## src/rtl/bba_pkg.sv

```systemverilog
package bba_pkg;

    localparam int CLK_MHZ        = 100;
    localparam int POR_MIN_MS     = 200;
    localparam int POR_MAX_MS     = 500;
    // Aim between the limits so clock tolerance cannot push us out
    localparam int POR_TARGET_MS  = 300;
    localparam int POR_CYCLES     = POR_TARGET_MS * 1000 * CLK_MHZ;
    localparam int POR_MIN_CYCLES = POR_MIN_MS * 1000 * CLK_MHZ;
    localparam int POR_MAX_CYCLES = POR_MAX_MS * 1000 * CLK_MHZ;
    localparam int SYSCLK_PERIOD_PS = 62500;
    localparam int CLK_PERIOD_PS    = 10000;
    // Phase step of a 16-bit accumulator: 2^16 * 10 ns / 62.5 ns
    localparam logic [15:0] SYSCLK_STEP =
        16'((64'd65536 * CLK_PERIOD_PS) / SYSCLK_PERIOD_PS);

    typedef enum logic [2:0] {
        BBA_ARB_OWN  = 3'b000,
        BBA_GNT_L0   = 3'b001,
        BBA_GNT_L1   = 3'b010,
        BBA_GNT_LOC  = 3'b011,
        BBA_GNT_DEF  = 3'b100
    } bba_state_t;

    typedef struct packed {
        logic level0;
        logic level1;
        logic local_req;
    } bba_req_t;

endpackage : bba_pkg

```

## src/rtl/bba_arbiter.sv

```systemverilog
`timescale 1ns/1ps
module bba_arbiter
    import bba_pkg::*;
#(
    parameter int PorCycles = POR_CYCLES,
    parameter bit HasDefault = 1'b1
) (
    input  wire logic clk,
    input  wire logic rst_n,
    input  wire logic busReq0_n,
    input  wire logic busReq1_n,
    input  wire logic localReq,
    input  wire logic supplyValid,
    input  wire logic sysRstIn_n,
    input  wire logic selfTestDone,
    output logic      busAck0_n,
    output logic      busAck1_n,
    output logic      localGrant,
    output logic      defaultGrant,
    output logic      arbiterOwns,
    output logic      sysRstOut_n,
    output logic      sysRstOe,
    output logic      sysClk
);

    if (PorCycles < 1) begin : gPorCheck
        $error("PorCycles must be at least one");
    end

    bba_req_t   reqS1, reqS2, reqS3;
    logic [2:0] supS1, supS2, supS3;
    bba_state_t state;
    logic [31:0] porCount;
    logic       porDone;
    logic       sysRstActive;
    logic [15:0] phase;

    // Bus requests arrive active low, local request active high; all stored active high
    always_ff @(posedge clk or negedge rst_n) begin
        if (!rst_n) begin
            reqS1 <= '0;
            reqS2 <= '0;
            reqS3 <= '0;
        end else begin
            reqS1 <= '{level0: ~busReq0_n, level1: ~busReq1_n, local_req: localReq};
            reqS2 <= reqS1;
            reqS3 <= reqS2;
        end
    end

    // Requests update only when stages two and three agree on all bits; else the old value stands
    bba_req_t req;
    bba_req_t reqHeld;
    always_ff @(posedge clk or negedge rst_n) begin
        if (!rst_n) begin
            reqHeld <= '0;
        end else begin
            reqHeld <= (reqS2 == reqS3) ? reqS3 : reqHeld;
        end
    end
    assign req = reqHeld;

    always_ff @(posedge clk or negedge rst_n) begin
        if (!rst_n) begin
            supS1 <= '0;
            supS2 <= '0;
            supS3 <= '0;
        end else begin
            supS1 <= {supplyValid, ~sysRstIn_n, selfTestDone};
            supS2 <= supS1;
            supS3 <= supS2;
        end
    end

    logic supOk, extRst, testOk;
    always_ff @(posedge clk or negedge rst_n) begin
        if (!rst_n) begin
            supOk  <= 1'b0;
            extRst <= 1'b0;
            testOk <= 1'b0;
        end else begin
            if (supS2[2] == supS3[2]) supOk  <= supS3[2];
            if (supS2[1] == supS3[1]) extRst <= supS3[1];
            if (supS2[0] == supS3[0]) testOk <= supS3[0];
        end
    end

    // Power-on timer restarts whenever the supply leaves tolerance
    always_ff @(posedge clk or negedge rst_n) begin
        if (!rst_n) begin
            porCount <= '0;
            porDone  <= 1'b0;
        end else if (!supOk) begin
            porCount <= '0;
            porDone  <= 1'b0;
        end else if (!porDone) begin
            porCount <= porCount + 32'd1;
            porDone  <= (porCount == 32'(PorCycles - 1));
        end
    end

    always_ff @(posedge clk or negedge rst_n) begin
        if (!rst_n) begin
            sysRstOut_n <= 1'b0;
            sysRstOe    <= 1'b1;
            sysRstActive <= 1'b1;
        end else begin
            // Open drain: drive low only; self-test may extend the pulse
            sysRstOut_n  <= 1'b0;
            sysRstOe     <= !porDone || !testOk;
            sysRstActive <= !porDone || !testOk || extRst;
        end
    end

    logic busFree;
    assign busFree = (state == BBA_ARB_OWN) || (state == BBA_GNT_DEF);

    always_ff @(posedge clk or negedge rst_n) begin
        if (!rst_n) begin
            state <= BBA_ARB_OWN;
        end else if (sysRstActive) begin
            state <= BBA_ARB_OWN;
        end else begin
            unique case (state)
                BBA_ARB_OWN, BBA_GNT_DEF: begin
                    if (req.level0)         state <= BBA_GNT_L0;
                    else if (req.level1)    state <= BBA_GNT_L1;
                    else if (req.local_req) state <= BBA_GNT_LOC;
                    else if (HasDefault)    state <= BBA_GNT_DEF;
                    else                    state <= BBA_ARB_OWN;
                end
                BBA_GNT_L0:  if (!req.level0)    state <= BBA_ARB_OWN;
                BBA_GNT_L1:  if (!req.level1)    state <= BBA_ARB_OWN;
                BBA_GNT_LOC: if (!req.local_req) state <= BBA_ARB_OWN;
                default:     state <= BBA_ARB_OWN;
            endcase
        end
    end

    // A grant stands only in its own state, for its own request, outside reset
    function automatic logic holdsGrant(input bba_state_t cur, input bba_state_t target,
                                        input logic lvl, input logic inRst);
        return (cur == target) && lvl && !inRst;
    endfunction : holdsGrant

    // Outputs registered; grant drops one cycle after the synchronised request falls
    always_ff @(posedge clk or negedge rst_n) begin
        if (!rst_n) begin
            busAck0_n    <= 1'b1;
            busAck1_n    <= 1'b1;
            localGrant   <= 1'b0;
            defaultGrant <= 1'b0;
            arbiterOwns  <= 1'b1;
        end else begin
            busAck0_n    <= !holdsGrant(state, BBA_GNT_L0, req.level0, sysRstActive);
            busAck1_n    <= !holdsGrant(state, BBA_GNT_L1, req.level1, sysRstActive);
            localGrant   <= holdsGrant(state, BBA_GNT_LOC, req.local_req, sysRstActive);
            defaultGrant <= state == BBA_GNT_DEF && !req.level0 && !req.level1
                            && !req.local_req && !sysRstActive;
            arbiterOwns  <= busFree;
        end
    end

    // Fractional divider: 16 MHz average from 100 MHz, edges jitter by one cycle
    always_ff @(posedge clk or negedge rst_n) begin
        if (!rst_n) begin
            phase  <= '0;
            sysClk <= 1'b0;
        end else begin
            phase  <= phase + SYSCLK_STEP;
            sysClk <= phase[15];
        end
    end

    // Grant exclusivity and pairing
    AST_ACK_EXCL: assert property (
        @(posedge clk) disable iff (!rst_n) !(!busAck0_n && !busAck1_n))
        else $error("both acknowledges asserted");

    AST_ACK0_REQ: assert property (
        @(posedge clk) disable iff (!rst_n) !busAck0_n |-> $past(req.level0))
        else $error("ack0 without request");

    AST_ACK1_REQ: assert property (
        @(posedge clk) disable iff (!rst_n) !busAck1_n |-> $past(req.level1))
        else $error("ack1 without request");

    AST_ACK0_PAIR: assert property (
        @(posedge clk) disable iff (!rst_n) !busAck0_n |-> $past(state == BBA_GNT_L0))
        else $error("ack0 outside level 0 grant");

    AST_ACK1_PAIR: assert property (
        @(posedge clk) disable iff (!rst_n) !busAck1_n |-> $past(state == BBA_GNT_L1))
        else $error("ack1 outside level 1 grant");

    AST_LOCAL_EXCL: assert property (
        @(posedge clk) disable iff (!rst_n)
        localGrant |-> (busAck0_n && busAck1_n && !defaultGrant))
        else $error("local grant overlaps another grant");

    AST_DEFAULT_EXCL: assert property (
        @(posedge clk) disable iff (!rst_n)
        defaultGrant |-> (busAck0_n && busAck1_n && !localGrant))
        else $error("default grant overlaps another grant");

    AST_OWNER_FLAG: assert property (
        @(posedge clk) disable iff (!rst_n)
        arbiterOwns |-> (busAck0_n && busAck1_n && !localGrant))
        else $error("bus reported free while granted");

    // Hold and release of a grant
    AST_ACK0_HOLD: assert property (
        @(posedge clk) disable iff (!rst_n)
        (!busAck0_n && req.level0 && !sysRstActive) |=> !busAck0_n)
        else $error("ack0 dropped while requested");

    AST_ACK1_HOLD: assert property (
        @(posedge clk) disable iff (!rst_n)
        (!busAck1_n && req.level1 && !sysRstActive) |=> !busAck1_n)
        else $error("ack1 dropped while requested");

    AST_ACK_RELEASE: assert property (
        @(posedge clk) disable iff (!rst_n) (!busAck1_n && !req.level1) |=> busAck1_n)
        else $error("ack1 not released");

    AST_ACK0_RELEASE: assert property (
        @(posedge clk) disable iff (!rst_n) (!busAck0_n && !req.level0) |=> busAck0_n)
        else $error("ack0 not released");

    AST_LOCAL_REQ: assert property (
        @(posedge clk) disable iff (!rst_n) localGrant |-> $past(req.local_req))
        else $error("local grant without request");

    AST_LOCAL_HOLD: assert property (
        @(posedge clk) disable iff (!rst_n)
        (localGrant && req.local_req && !sysRstActive) |=> localGrant)
        else $error("local grant dropped while requested");

    AST_LOCAL_RELEASE: assert property (
        @(posedge clk) disable iff (!rst_n) (localGrant && !req.local_req) |=> !localGrant)
        else $error("local grant not released");

    AST_DEFAULT_YIELD: assert property (
        @(posedge clk) disable iff (!rst_n) (defaultGrant && req.level0) |=> !defaultGrant)
        else $error("default master did not yield");

    // Arbitration decisions
    AST_PRIORITY: assert property (
        @(posedge clk) disable iff (!rst_n)
        (busFree && req.level0 && req.level1 && !sysRstActive) |=> state == BBA_GNT_L0)
        else $error("level 0 lost priority");

    AST_L1_GRANT: assert property (
        @(posedge clk) disable iff (!rst_n)
        (busFree && !req.level0 && req.level1 && !sysRstActive) |=> state == BBA_GNT_L1)
        else $error("level 1 not chosen");

    AST_LEVEL: assert property (
        @(posedge clk) disable iff (!rst_n)
        (busFree && req.level0 && !sysRstActive) |=> state == BBA_GNT_L0)
        else $error("standing level 0 request not served");

    AST_LOCAL_GRANT: assert property (
        @(posedge clk) disable iff (!rst_n)
        (busFree && !req.level0 && !req.level1 && req.local_req && !sysRstActive)
        |=> state == BBA_GNT_LOC)
        else $error("local request not served");

    AST_DEFAULT_GRANT: assert property (
        @(posedge clk) disable iff (!rst_n)
        (HasDefault && busFree && !req.level0 && !req.level1 && !req.local_req
         && !sysRstActive) |=> state == BBA_GNT_DEF)
        else $error("idle bus not parked on default master");

    AST_ACK0_FROM_FREE: assert property (
        @(posedge clk) disable iff (!rst_n) $fell(busAck0_n) |-> $past(busFree, 2))
        else $error("ack0 issued while bus busy");

    AST_ACK1_FROM_FREE: assert property (
        @(posedge clk) disable iff (!rst_n) $fell(busAck1_n) |-> $past(busFree, 2))
        else $error("ack1 issued while bus busy");

    AST_DECIDE_HOLD: assert property (
        @(posedge clk) disable iff (!rst_n)
        (state == BBA_GNT_L0 && req.level0 && !sysRstActive) |=> state == BBA_GNT_L0)
        else $error("decision changed while request stands");

    AST_FREE_ONLY: assert property (
        @(posedge clk) disable iff (!rst_n)
        (state == BBA_GNT_L1) |=> (state == BBA_GNT_L1 || state == BBA_ARB_OWN))
        else $error("grant changed hands directly");

    AST_SYNC_PATH: assert property (
        @(posedge clk) disable iff (!rst_n) $rose(req.level0) |-> $past(reqS3.level0))
        else $error("request used before synchroniser");

    // Reset generation and bus inhibit
    AST_RST_NOGRANT: assert property (
        @(posedge clk) disable iff (!rst_n)
        sysRstActive |=> (busAck0_n && busAck1_n && !localGrant))
        else $error("grant during system reset");

    AST_RST_NODEFAULT: assert property (
        @(posedge clk) disable iff (!rst_n) sysRstActive |=> !defaultGrant)
        else $error("default grant during system reset");

    AST_RST_OWN: assert property (
        @(posedge clk) disable iff (!rst_n) sysRstActive |-> ##2 arbiterOwns)
        else $error("arbiter not owner after reset");

    AST_POR_LEN: assert property (
        @(posedge clk) disable iff (!rst_n) $rose(porDone) |-> porCount == 32'(PorCycles))
        else $error("power-on pulse length wrong");

    AST_POR_HOLD: assert property (
        @(posedge clk) disable iff (!rst_n) (supOk && !porDone) |=> sysRstOe)
        else $error("reset released before power-on timer ends");

    AST_SUPPLY: assert property (
        @(posedge clk) disable iff (!rst_n) !supOk |=> ##1 sysRstOe)
        else $error("reset not held on supply fault");

    AST_SUPPLY_TIMER: assert property (
        @(posedge clk) disable iff (!rst_n) !supOk |=> (porCount == '0 && !porDone))
        else $error("power-on timer not restarted");

    AST_RST_OE: assert property (
        @(posedge clk) disable iff (!rst_n) !testOk |=> sysRstOe)
        else $error("reset not held during self-test");

    // Divider runs 3 or 4 fast cycles per half period
    AST_SYSCLK_HIGH: assert property (
        @(posedge clk) disable iff (!rst_n) $rose(sysClk) |-> sysClk[*3] ##[1:2] !sysClk)
        else $error("system clock high time out of range");

    AST_SYSCLK_LOW: assert property (
        @(posedge clk) disable iff (!rst_n) $fell(sysClk) |-> !sysClk[*3] ##[1:2] sysClk)
        else $error("system clock low time out of range");

endmodule : bba_arbiter

```

## config.mk

```make
export PLATFORM = sky130hd
export DESIGN_NAME = bba_arbiter
export DESIGN_NICKNAME = d
export VERILOG_FILES = /design/src/rtl/bba_pkg.sv /design/src/rtl/bba_arbiter.sv
export SDC_FILE = /design/constraint.sdc
export NUM_CORES = 1
export LEC_CHECK = 0
export ABC_AREA = 1
export BUFFER_PORTS_ARGS = -buffer_cell sky130_fd_sc_hd__buf_2
export CAP_MARGIN = 25
export CORE_ASPECT_RATIO = 1.1
export CORE_MARGIN = 2
export CORE_UTILIZATION = 40
export DETAILED_ROUTE_END_ITERATION = 6
export PLACE_DENSITY = 0.67
export SLEW_MARGIN = 15
export SYNTH_ARGS = -nofsm -noshare
export SYNTH_HDL_FRONTEND = slang
export SYNTH_SLANG_ARGS = --single-unit
```

## constraint.sdc

```tcl
create_clock -name clk -period 2.3 [get_ports clk]
set_input_delay 0.46 -clock clk [delete_from_list [all_inputs] [get_ports clk]]
set_output_delay 0.46 -clock clk [all_outputs]
set_load 0.02 [all_outputs]
```

# Yosys cells after proc, flatten, opt, wreduce, memory -nomap -nowiden
# Index checks and enable logic that the tools add are counted.
# op_classes
add_sub_neg	2
n_eq_ne	13
mux	12
n_bitwise	3
reduce_logical	24
# op_table
cell	n
$mux W32	2
$add A32 B1 Y32 const B	1
$eq A32 B25 Y1 const B	1
$mux W3	7
$add A16 B14 Y16 const B	1
$pmux W3 S4	1
$logic_and A1 B1 Y1	10
$ne A3 B3 Y1 const B	3
$logic_not A1 Y1	8
$eq A3 B2 Y1 const B	2
$eq A1 B1 Y1	3
$eq A3 B1 Y1 const B	1
$eq A3 B3 Y1	1
$eq A3 B3 Y1 const B	1
$logic_not A3 Y1	1
$logic_or A1 B1 Y1	3
$not A1 Y1	3
$reduce_and A3 Y1	1
$mux W1	2
$ne A2 B2 Y1 const B	1
$reduce_or A2 Y1	1
# totals
ff_bits	84
wordCells	84

# Longest topological paths before layout
# Gate-level depths: netlist (run 1).
# logic_depth
ltp_word	5
mapped_depth	10
depth_no_buf	9

# Least setup slack after synthesis (run 1)
# No wires, ideal clock.
# synth_path
path_type	register to register
startpoint	register phase[0]
endpoint	register phase[12]
setup_time_ns	0.124
arrival_time_ns	1.317
required_time_ns	2.176
path_slack_ns	0.859
stages_incl_launch_ff	7
period_less_slack_ns	1.441
path_cell_list	dfrtp_1 ha_1 o21ai_0 nand3_1 nand3_1 nand2_1 xor2_1
# synth_between
elab_chain_cells	1
# synth_rtl
item	line	rtl
from (decl)	bba_arbiter.sv:36	logic [15:0] phase;
from (signal assigned)	bba_arbiter.sv:170	phase <= phase + SYSCLK_STEP;
$add A16 B14 Y16	bba_arbiter.sv:170	
# No other way between the ends.
# A chain may end at the register's enable or synchronous reset.

# Worst setup path in the final report (run 1)
# Same ends and word-level chain as after synthesis.

==> impl_results.md, run 1 <==
- Layout fillers: 870
- VDD IR-drop max: ~0.32 mV
- Reg clk slew, reported paths: 0.09 ns
- Die width: 98.6 um
- Psw: 0.741 mW
- Leak Pwr: 2.03 nW
- Post-synthesis compound-gate area fraction: just over 6%
- CTS Hold Bufs: 0
- Synth Area in Simple Gates: 29.9%
- Synth Area in XOR/XNOR: roughly 2.7%
- Cell Area, Synth: ~4000 sq um
- Period minus WS final: ~1.6 ns
- CP Capture Type: flip-flop
- Sequential power share: 55.3%
- Critical Path AT: approximately 1.9 ns
- Root Driver: clkbuf_8
- Synth area leader: dfrtp_1
- Clock Skews: approximately 0.011 ns
- PortBufs: 14
- Maximum buffer depth of the clock tree: 2
- Row cnt: 37
- Synthesized Nets: 478
- Clock sink count: 84
- Total congestion overflow: 0
- Clk network pwr share: 38.9%
- Vias per Instance: 4.90
- Die H: 108 um
- Final Setup Violations: 0
- Status: finished clean
- CTS tree: yes
- Total wire length: 7.57 mm
- Nets: 501
- Sequential share of the synthesized area: a little over half
- Asr flop ratio synth: 100%
- P&R area growth vs syn: 10.6%
- #FFs+latches synth: 84
- Ports: 16
- Most frequent cells in the layout: 109 x nand2_1, 79 x dfrtp_1, 76 x nor2_1
- EDFF count, synth: 0
- Crit Path Class: flip-flop to flip-flop
- Vias in the first global route: 3037
- Fraction of layout cells with a size suffix above 1: 13.5%
- Tightest Hold Check Type: input pin to asynchronous set/reset pin
- Post-synthesis mux area share: 0%
- Post-DP HPWL: 5.57 mm
- DR vias: 3003
- RSZ-0062 raised after global routing: false
- Largest family of logic cells by synthesized area: simple AND/OR/NAND/NOR gates
- Antenna-violating nets left: 0
- Post-CTS Setup Repair Bufs: 0
- Core Region: 9490 sq um
- Worst skew pair latency: 0.37 ns
- Drt first pass iters: 4
- Max Slew Vio Count: 0
- Most common cell after layout, fill and taps aside: nand2_1
- Global-route wire length before repair: 13.6 mm
- Initial core utilization: 41.5%
- Total GRT Usage: 16.1%
- Critical path peak fanout: 3
- Synthesized-area fraction occupied by adder cells: 1.40%
- CP required: 2.56 ns
- Post-CTS Resized: 0
- Syn Inst Count: 468
- Synth top area share: 50.2%
- Fin util: a little under half
- Comb power frac: under 10%
- Final hold viol count: 0
- RD Place Congestion: 0.866
- Yosys cell types: 43
- Sw frac: 25.9%
- WL/cell: 12.3 um
- Setup total negative slack: 0 ns
- DRT iter0 DRCs: 168
- Syn Area/Cell: roughly 8.4 sq um
- Fin crit share: 70.7%
- DRC: 0
- Internal power: 2.11 mW
- Main synth FF type: dfrtp_1
- Maxcap violations: 0
- Initial antenna violation count: 0
- PD cells: 655 nW/um^2
- ANT cells: 0
- H-tree level count: 3
- Yosys warning total: 0
- Largest net degree at the start of global routing: 37
- Die area: 10700 sq um
- Worst setup SP type: flip-flop
- Top cells by area, synth: dfrtp_1 50%, nand2_1 10%, nor2_1 7.2%, inv_1 4.9%, nand3_1 4.6%
- Highest clock rate: 0.615 GHz
- CTS Buf Count: 9
-- cell families after synthesis --
family	Yosys count
AOI/OAI and AO/OA	45
DFF	84
and+or+nand+nor	262
other	1
xor gates and xnor gates	12
adders and majority gates	5
buffers and inverters	59
-- Yosys cell counts, types with 2 or more instances --
| library cell | number |
|---|---|
| a21oi_1 | 21 |
| dfrtp_1 | 79 |
| dfstp_2 | 5 |
| ha_1 | 2 |
| inv_1 | 51 |
| maj3_1 | 3 |
| nand2_1 | 109 |
| nand2_2 | 7 |
| nand3_1 | 36 |
| nand4_1 | 9 |
| nor2_1 | 76 |
| nor2_2 | 7 |
| nor2_4 | 3 |
| nor3_1 | 3 |
| nor3_2 | 2 |
| o21ai_0 | 17 |
| or2_2 | 2 |
| xnor2_1 | 4 |
| xor2_1 | 8 |
-- metrics by stage --
| stage | instance area [sq um] | cells | power (mW) | worst slack, ns | hold slack [ns] |
|---|---|---|---|---|---|
| 2_1_floorplan | 3940 | 468 | 1.71 | 0.859 | 0.164 |
| 3_5_place_dp | 4150 | 597 | 1.78 | 0.687 | 0.335 |
| 5_1_grt | 4360 | 613 | 2.99 | 0.414 | 0.0675 |
| 3_3_place_gp | 4150 | 597 | 1.77 | 0.736 | 0.332 |
| 6_report | 4360 | 613 | 2.86 | 0.674 | 0.0433 |
| 4_1_cts | 4360 | 613 | 2.89 | 0.670 | 0.0530 |
-- layer usage --
layer	track usage, %	vias to the layer above	routed length (um)
li1	-	1536	-
met1	20.9	1406	3650
met2	25.8	49	3520
met3	3.30	12	245
met4	8.02	0	154
met5	0	-	0
-- power groups by stage --
stage | clock network [mW] | registers [mW] | logic, mW
after CTS | 1.14 | 1.58 | 0.171
final | 1.11 | 1.58 | 0.165
after detailed placement | 0 | 1.61 | 0.171
after global placement | 0 | 1.60 | 0.164
after global routing | 1.20 | 1.59 | 0.197
after floorplan | 0 | 1.60 | 0.115
-- registers in the layout, indices dropped and copies added, names as in the netlist, 3 cells and up --
| signal | cells |
|---|---|
| reqS2 | 3 |
| supS1 | 3 |
| supS2 | 3 |
| porCount | 32 |
| state | 3 |
| req | 3 |
| reqS1 | 3 |
| reqS3 | 3 |
| supS3 | 3 |
| phase | 16 |
-- final cells by class --
cell class	instances	area, sq um	area share (%)
Multi-Input combinational cell	325	1580	36.3
Clock inverter	7	81.3	1.87
Timing Repair Buffer	17	108	2.47
Tap cell	117	146	3.36
Sequential cell	84	2110	48.4
Inverter	54	206	4.74
Clock buffer	9	124	2.84
-- final timing paths --
path	start	endpoint	slack, ns	depth (start not counted)
worst min-delay path	rst_n	porCount[11]	0.04	1
worst max register to register	phase[0]	phase[12]	0.67	6
min in group clk	supplyValid	supS1[2]	0.19	1
worst max-delay path	phase[0]	phase[12]	0.67	6
worst min register to register	reqS1[0]	reqS2[0]	0.35	0
max in group asynchronous	rst_n	sysRstActive	1.65	2
-- worst max-delay path, cell delays in order (launching register included) --
cell and delay [ns]:
dfrtp_1 0.41, ha_1 0.22, o21ai_0 0.36, nand3_1 0.21
nand3_1 0.11, nand2_1 0.06, xor2_1 0.13
No activity file was read; power rests on OpenSTA's default activity.
==> run 2, diff against run 1 <==
Clock period 2.3 ns to 1.64 ns, I/O delays scaled along.
==> run 2 against run 1 <==
  * Hold slack gained 0.018 ns
  * Clock power grew 51%
  * Critical path type unchanged
  * Routed wire length grew 1.0%
  * Critical path depth is the same
  * Non-clock buffer count grew 2
==> impl_results.md, run 2 (synthesis results as in run 1) <==
- Sw frac: between 20% and 30%
- Vias per Instance: 4.90
- Total GRT Usage: 15.9%
- ANT cells: 0
- Final hold viol count: 0
- Highest clock rate: 0.674 GHz
- Post-DP HPWL: 5.46 mm
- Psw: 1.01 mW
- Sequential power share: 53.7%
- Seq. cell area: ~2100 sq um
- Root Driver: clkbuf_8
- Total congestion overflow: 0
- Met1 wire length: 3.50 mm
- CTS Buf Count: 9
- Die width: just under 100 um
- Most common cell after layout, fill and taps aside: nand2_1
- Row cnt: 37
- Initial core utilization: 41.5%
- Critical Path AT: 1.72 ns
- P&R area growth vs syn: 12.0%
- Cell Count Post-Placement: 598
- Clock Skews: 0.0103 ns
- CTS tree: yes
- Maximum buffer depth of the clock tree: 2
- Tightest Hold Check Type: input pin to flip-flop
- Vias in the first global route: 2999
- Post-route insts no fill: 615
- Drt first pass iters: 5
- Most frequent cells in the layout: 109 x nand2_1, 79 x dfrtp_1, 76 x nor2_1
- Status: finished clean
- Total wire length: roughly 7.6 mm
- Period minus WS final: 1.48 ns
- Worst setup SP type: flip-flop
- Ports: 16
- DR WL met3: 273 um
- Max reg flops: 32
- Initial antenna violation count: 0
- H-tree level count: 3
- Largest register by flop count: porCount
- Antenna-violating nets left: 0
- Global-route wire length before repair: roughly 13 mm
- Area occupied by multi-input gates: 1590 sq um
- Placed Instance Area: 4170 sq um
- Reg clk slew, reported paths: 0.09 ns
- Clock sink count: 84
- PD cells: around 940 nW/um^2
- WL/cell: 12.4 um
- RD Place Congestion: 0.908
- Final Setup Violations: 0
- Leak Pwr: 2.05 nW
- Largest regs: porCount: 32 flops, phase: 16 flops
- Internal power: 3.12 mW
- Nets: 503
- Maxcap violations: 0
- RSZ-0062 raised after global routing: false
- Crit Path Class: flip-flop to flip-flop
- DR vias: 3013
- Hold WS: slightly above 0.06 ns
- Met2 wire length: approximately 3.7 mm
- Comb power frac: 5.7%
- PortBufs: 14
- Clk network pwr share: 40.6%
- Largest net degree at the start of global routing: 35
- Die H: 108 um
- Max Slew Vio Count: 0
- CP Capture Type: flip-flop
- Die area: 10700 sq um
- Core Region: 9490 sq um
- DRT iter0 DRCs: 162
- Critical path peak fanout: 4
- Setup total negative slack: 0 ns
- Layout fillers: 907
- DRC: 0
- Top Metal Used: met4
- Fin crit share: 90.5%
- CP required: 1.88 ns
- Fraction of layout cells with a size suffix above 1: a little over an eighth
- Worst skew pair latency: 0.37 ns
- VDD IR-drop max: 0.489 mV
- Fin area: 4410 sq um
==> run 2: worst max-delay path, stage by stage (launching register included) <==
cell and delay [ns]:
dfrtp_1 0.39, ha_1 0.20, nand2_1 0.11, nor2_4 0.14, nand2_2 0.10, o21ai_0 0.29
a22oi_1 0.12
==> run 2: cell type report <==
| type | instances | area share (%) |
|---|---|---|
| multi-input cells | 325 | 36.0 |
| inverters | 54 | 4.68 |
| repair buffers | 19 | 3.12 |
| clock buffers | 10 | 2.89 |
| clock inverters | 6 | 2.18 |
| well taps | 117 | 3.32 |
| flip-flops and latches | 84 | 47.8 |
==> run 2: through the flow <==
step / setup slack (ns) / utilization (%) / power, mW
2_1_floorplan: 0.199 / - / 2.40
3_3_place_gp: 0.212 / 44.0 / 2.49
3_5_place_dp: 0.172 / 44.0 / 2.50
4_1_cts: 0.166 / 46.4 / 4.19
6_report: 0.156 / 46.5 / 4.13
5_1_grt: 0.0476 / 46.5 / 4.31
==> run 2: worst paths after layout <==
path / startpoint / end / slack [ns] / depth (start not counted)
min in group asynchronous: rst_n / porCount[28] / 0.43 / 2
max: porCount[0] / porCount[6] / 0.16 / 6
max in group asynchronous: rst_n / busAck0_n / 0.66 / 3
min: supplyValid / supS1[2] / 0.06 / 1
max reg2reg: porCount[0] / porCount[6] / 0.16 / 6
min reg2reg: supS1[2] / supS2[2] / 0.35 / 0
==> run 2: metal layers <==
metal	vias to the layer above	GRT usage [%]
li1	1543	-
met1	1402	19.8
met2	51	26.2
met3	17	4.01
met4	0	7.44
met5	-	0
==> run 2: power by group through the flow <==
stage	Sequential, mW	Combinational [mW]	Clock (mW)
2_1_floorplan	2.24	0.161	0
6_report	2.21	0.237	1.68
4_1_cts	2.21	0.245	1.73
5_1_grt	2.23	0.280	1.80
3_3_place_gp	2.25	0.234	0
3_5_place_dp	2.26	0.243	0
==> run 2: timing repair <==
item                                    in CTS  in global routing
hold buffers                                 1                  0
gates resized for setup                      0                  1
setup buffers                                0                  0
hold endpoints to repair                    24                  0
endpoints found under the setup margin       0                  1
==> run 3, diff against run 2 <==
Settings changed: CORE_ASPECT_RATIO 1.1 to 2.
==> run 3 against run 2 <==
  * Sequential power barely moved
  * Routed wire length rose by 18%
  * Flip-flop and latch count did not move
  * Die area rose by 0.44%
  * Critical path type unchanged
  * Sequential share of layout area fell by 1.1 points
  * Fmax fell by 2.1%
  * Clock power rose by 17%
  * Combinational power rose by 5%
  * Core utilization rose by 0.34 points
  * Via count rose by 3.7%
==> impl_results.md, run 3 (synthesis results as in run 1) <==
- Max reg flops: 32
- Initial core utilization: 40.9%
- Worst setup SP type: flip-flop
- ANT cells: 0
- Die H: 144 um
- Largest net degree at the start of global routing: 35
- Drt first pass iters: 5
- Core Region: roughly 9600 sq um
- Vias in the first global route: approximately 3300
- Total GRT Usage: 18.6%
- Crit Path Class: flip-flop to flip-flop
- RSZ-0062 raised after global routing: false
- Vias per Instance: approximately 5
- Total wire length: 9.01 mm
- CP Capture Type: flip-flop
- Fin crit share: between 90% and 100%
- Highest clock rate: 0.659 GHz
- Row cnt: 51
- Final Setup Violations: 0
- Ports: 16
- PD cells: 985 nW/um^2
- CP required: approximately 1.9 ns
- Largest regs: porCount: 32 flops, phase: 16 flops
- CTS tree: yes
- Reg clk slew, reported paths: 0.07 ns
- Post-DP HPWL: about 6.9 mm
- Setup total negative slack: 0 ns
- WL/cell: 14.3 um
- Worst skew pair latency: between 0.3 and 0.4 ns
- Die area: around 11000 sq um
- Clock Skews: 0.00736 ns
- Fraction of layout cells with a size suffix above 1: 14.0%
- Status: finished clean
- Root Driver: clkbuf_16
- Total congestion overflow: 0
- Global-route wire length before repair: 14.8 mm
- VDD IR-drop max: 0.572 mV
- P&R area growth vs syn: 14.5%
- Largest register by flop count: porCount
- CTS Buf Count: 9
- DR vias: 3124
- DRC: 0
- H-tree level count: 3
- Post-CTS Setup Repair Bufs: 0
- Fin util: 46.8%
- Initial antenna violation count: 0
- Critical Path AT: 1.76 ns
- DRT iter0 DRCs: 211
- Leak Pwr: 2.11 nW
- Nets: between 500 and 600
- Period minus WS final: 1.52 ns
- PortBufs: 14
- Most common cell after layout, fill and taps aside: nand2_1
- Final hold viol count: 0
- Antenna-violating nets left: 0
- Critical path peak fanout: 4
- Max Slew Vio Count: 0
- Tightest Hold Check Type: input pin to flip-flop
- Die width: ~74 um
- Clock sink count: 84
- RD Place Congestion: 0.957
- Maxcap violations: 0
- Maximum buffer depth of the clock tree: 2
- Most frequent cells in the layout: 109 x nand2_1, 79 x dfrtp_1, 76 x nor2_1
==> run 3: stage by stage <==
step | power [mW] | worst slack (ns) | cells | hold slack, ns | instance area, sq um
2_1_floorplan | 2.40 | 0.199 | 468 | 0.0324 | 3940
3_3_place_gp | 2.49 | 0.154 | 615 | 0.230 | 4190
3_5_place_dp | 2.51 | 0.135 | 615 | 0.234 | 4190
4_1_cts | 4.50 | 0.114 | 632 | 0.0812 | 4500
5_1_grt | 4.62 | 0.00954 | 632 | 0.0782 | 4510
6_report | 4.45 | 0.123 | 632 | 0.0872 | 4510
==> run 3: path summary, 6_finish.rpt <==
check,slack [ns],cells after the start,end,startpoint
setup / recovery,0.12,8,porCount[16],porCount[0]
min in group asynchronous,0.41,2,testOk,rst_n
max in group asynchronous,0.64,3,busAck0_n,rst_n
hold / removal,0.09,1,supS1[0],selfTestDone
setup reg to reg,0.12,8,porCount[16],porCount[0]
hold reg to reg,0.35,0,reqS2[0],reqS1[0]
==> run 3: per-layer routing <==
layer	up-vias	wire, um	global-route usage (%)
met5	-	0	0
met4	0	560	13.3
met3	37	221	3.55
met2	74	5090	34.1
met1	1479	3130	17.6
li1	1534	-	-
==> run 3: area by class of cell <==
type | count | area [sq um]
repair buffers | 21 | 140
multi-input cells | 325 | 1600
inverters | 54 | 206
fillers | 926 | 5120
flip-flops and latches | 84 | 2110
clock buffers | 9 | 225
well taps | 132 | 165
clock inverters | 7 | 66.3
==> run 3: repair_timing <==
item / in CTS / in global routing
hold buffers: 1 / 0
gates resized for setup: 0 / 3
hold endpoints to repair: 16 / 0
setup endpoints to repair: 0 / 3
==> run 3: where the power goes <==
| part | switching (mW) | leakage (nW) | internal, mW |
|---|---|---|---|
| sequential | 0.0707 | 1.05 | 2.15 |
| clock | 0.907 | 0.144 | 1.07 |
| combinational | 0.160 | 0.920 | 0.0881 |
| total | 1.14 | 2.11 | 3.31 |
==> run 3: critical path, stage by stage (launching register included) <==
cell	delay, ns
dfrtp_1	0.39
ha_1	0.20
nand2_1	0.11
nor2_4	0.14
nand2_2	0.12
nor3b_4	0.25
nand2_1	0.08
nand2_1	0.07
nor2_1	0.04
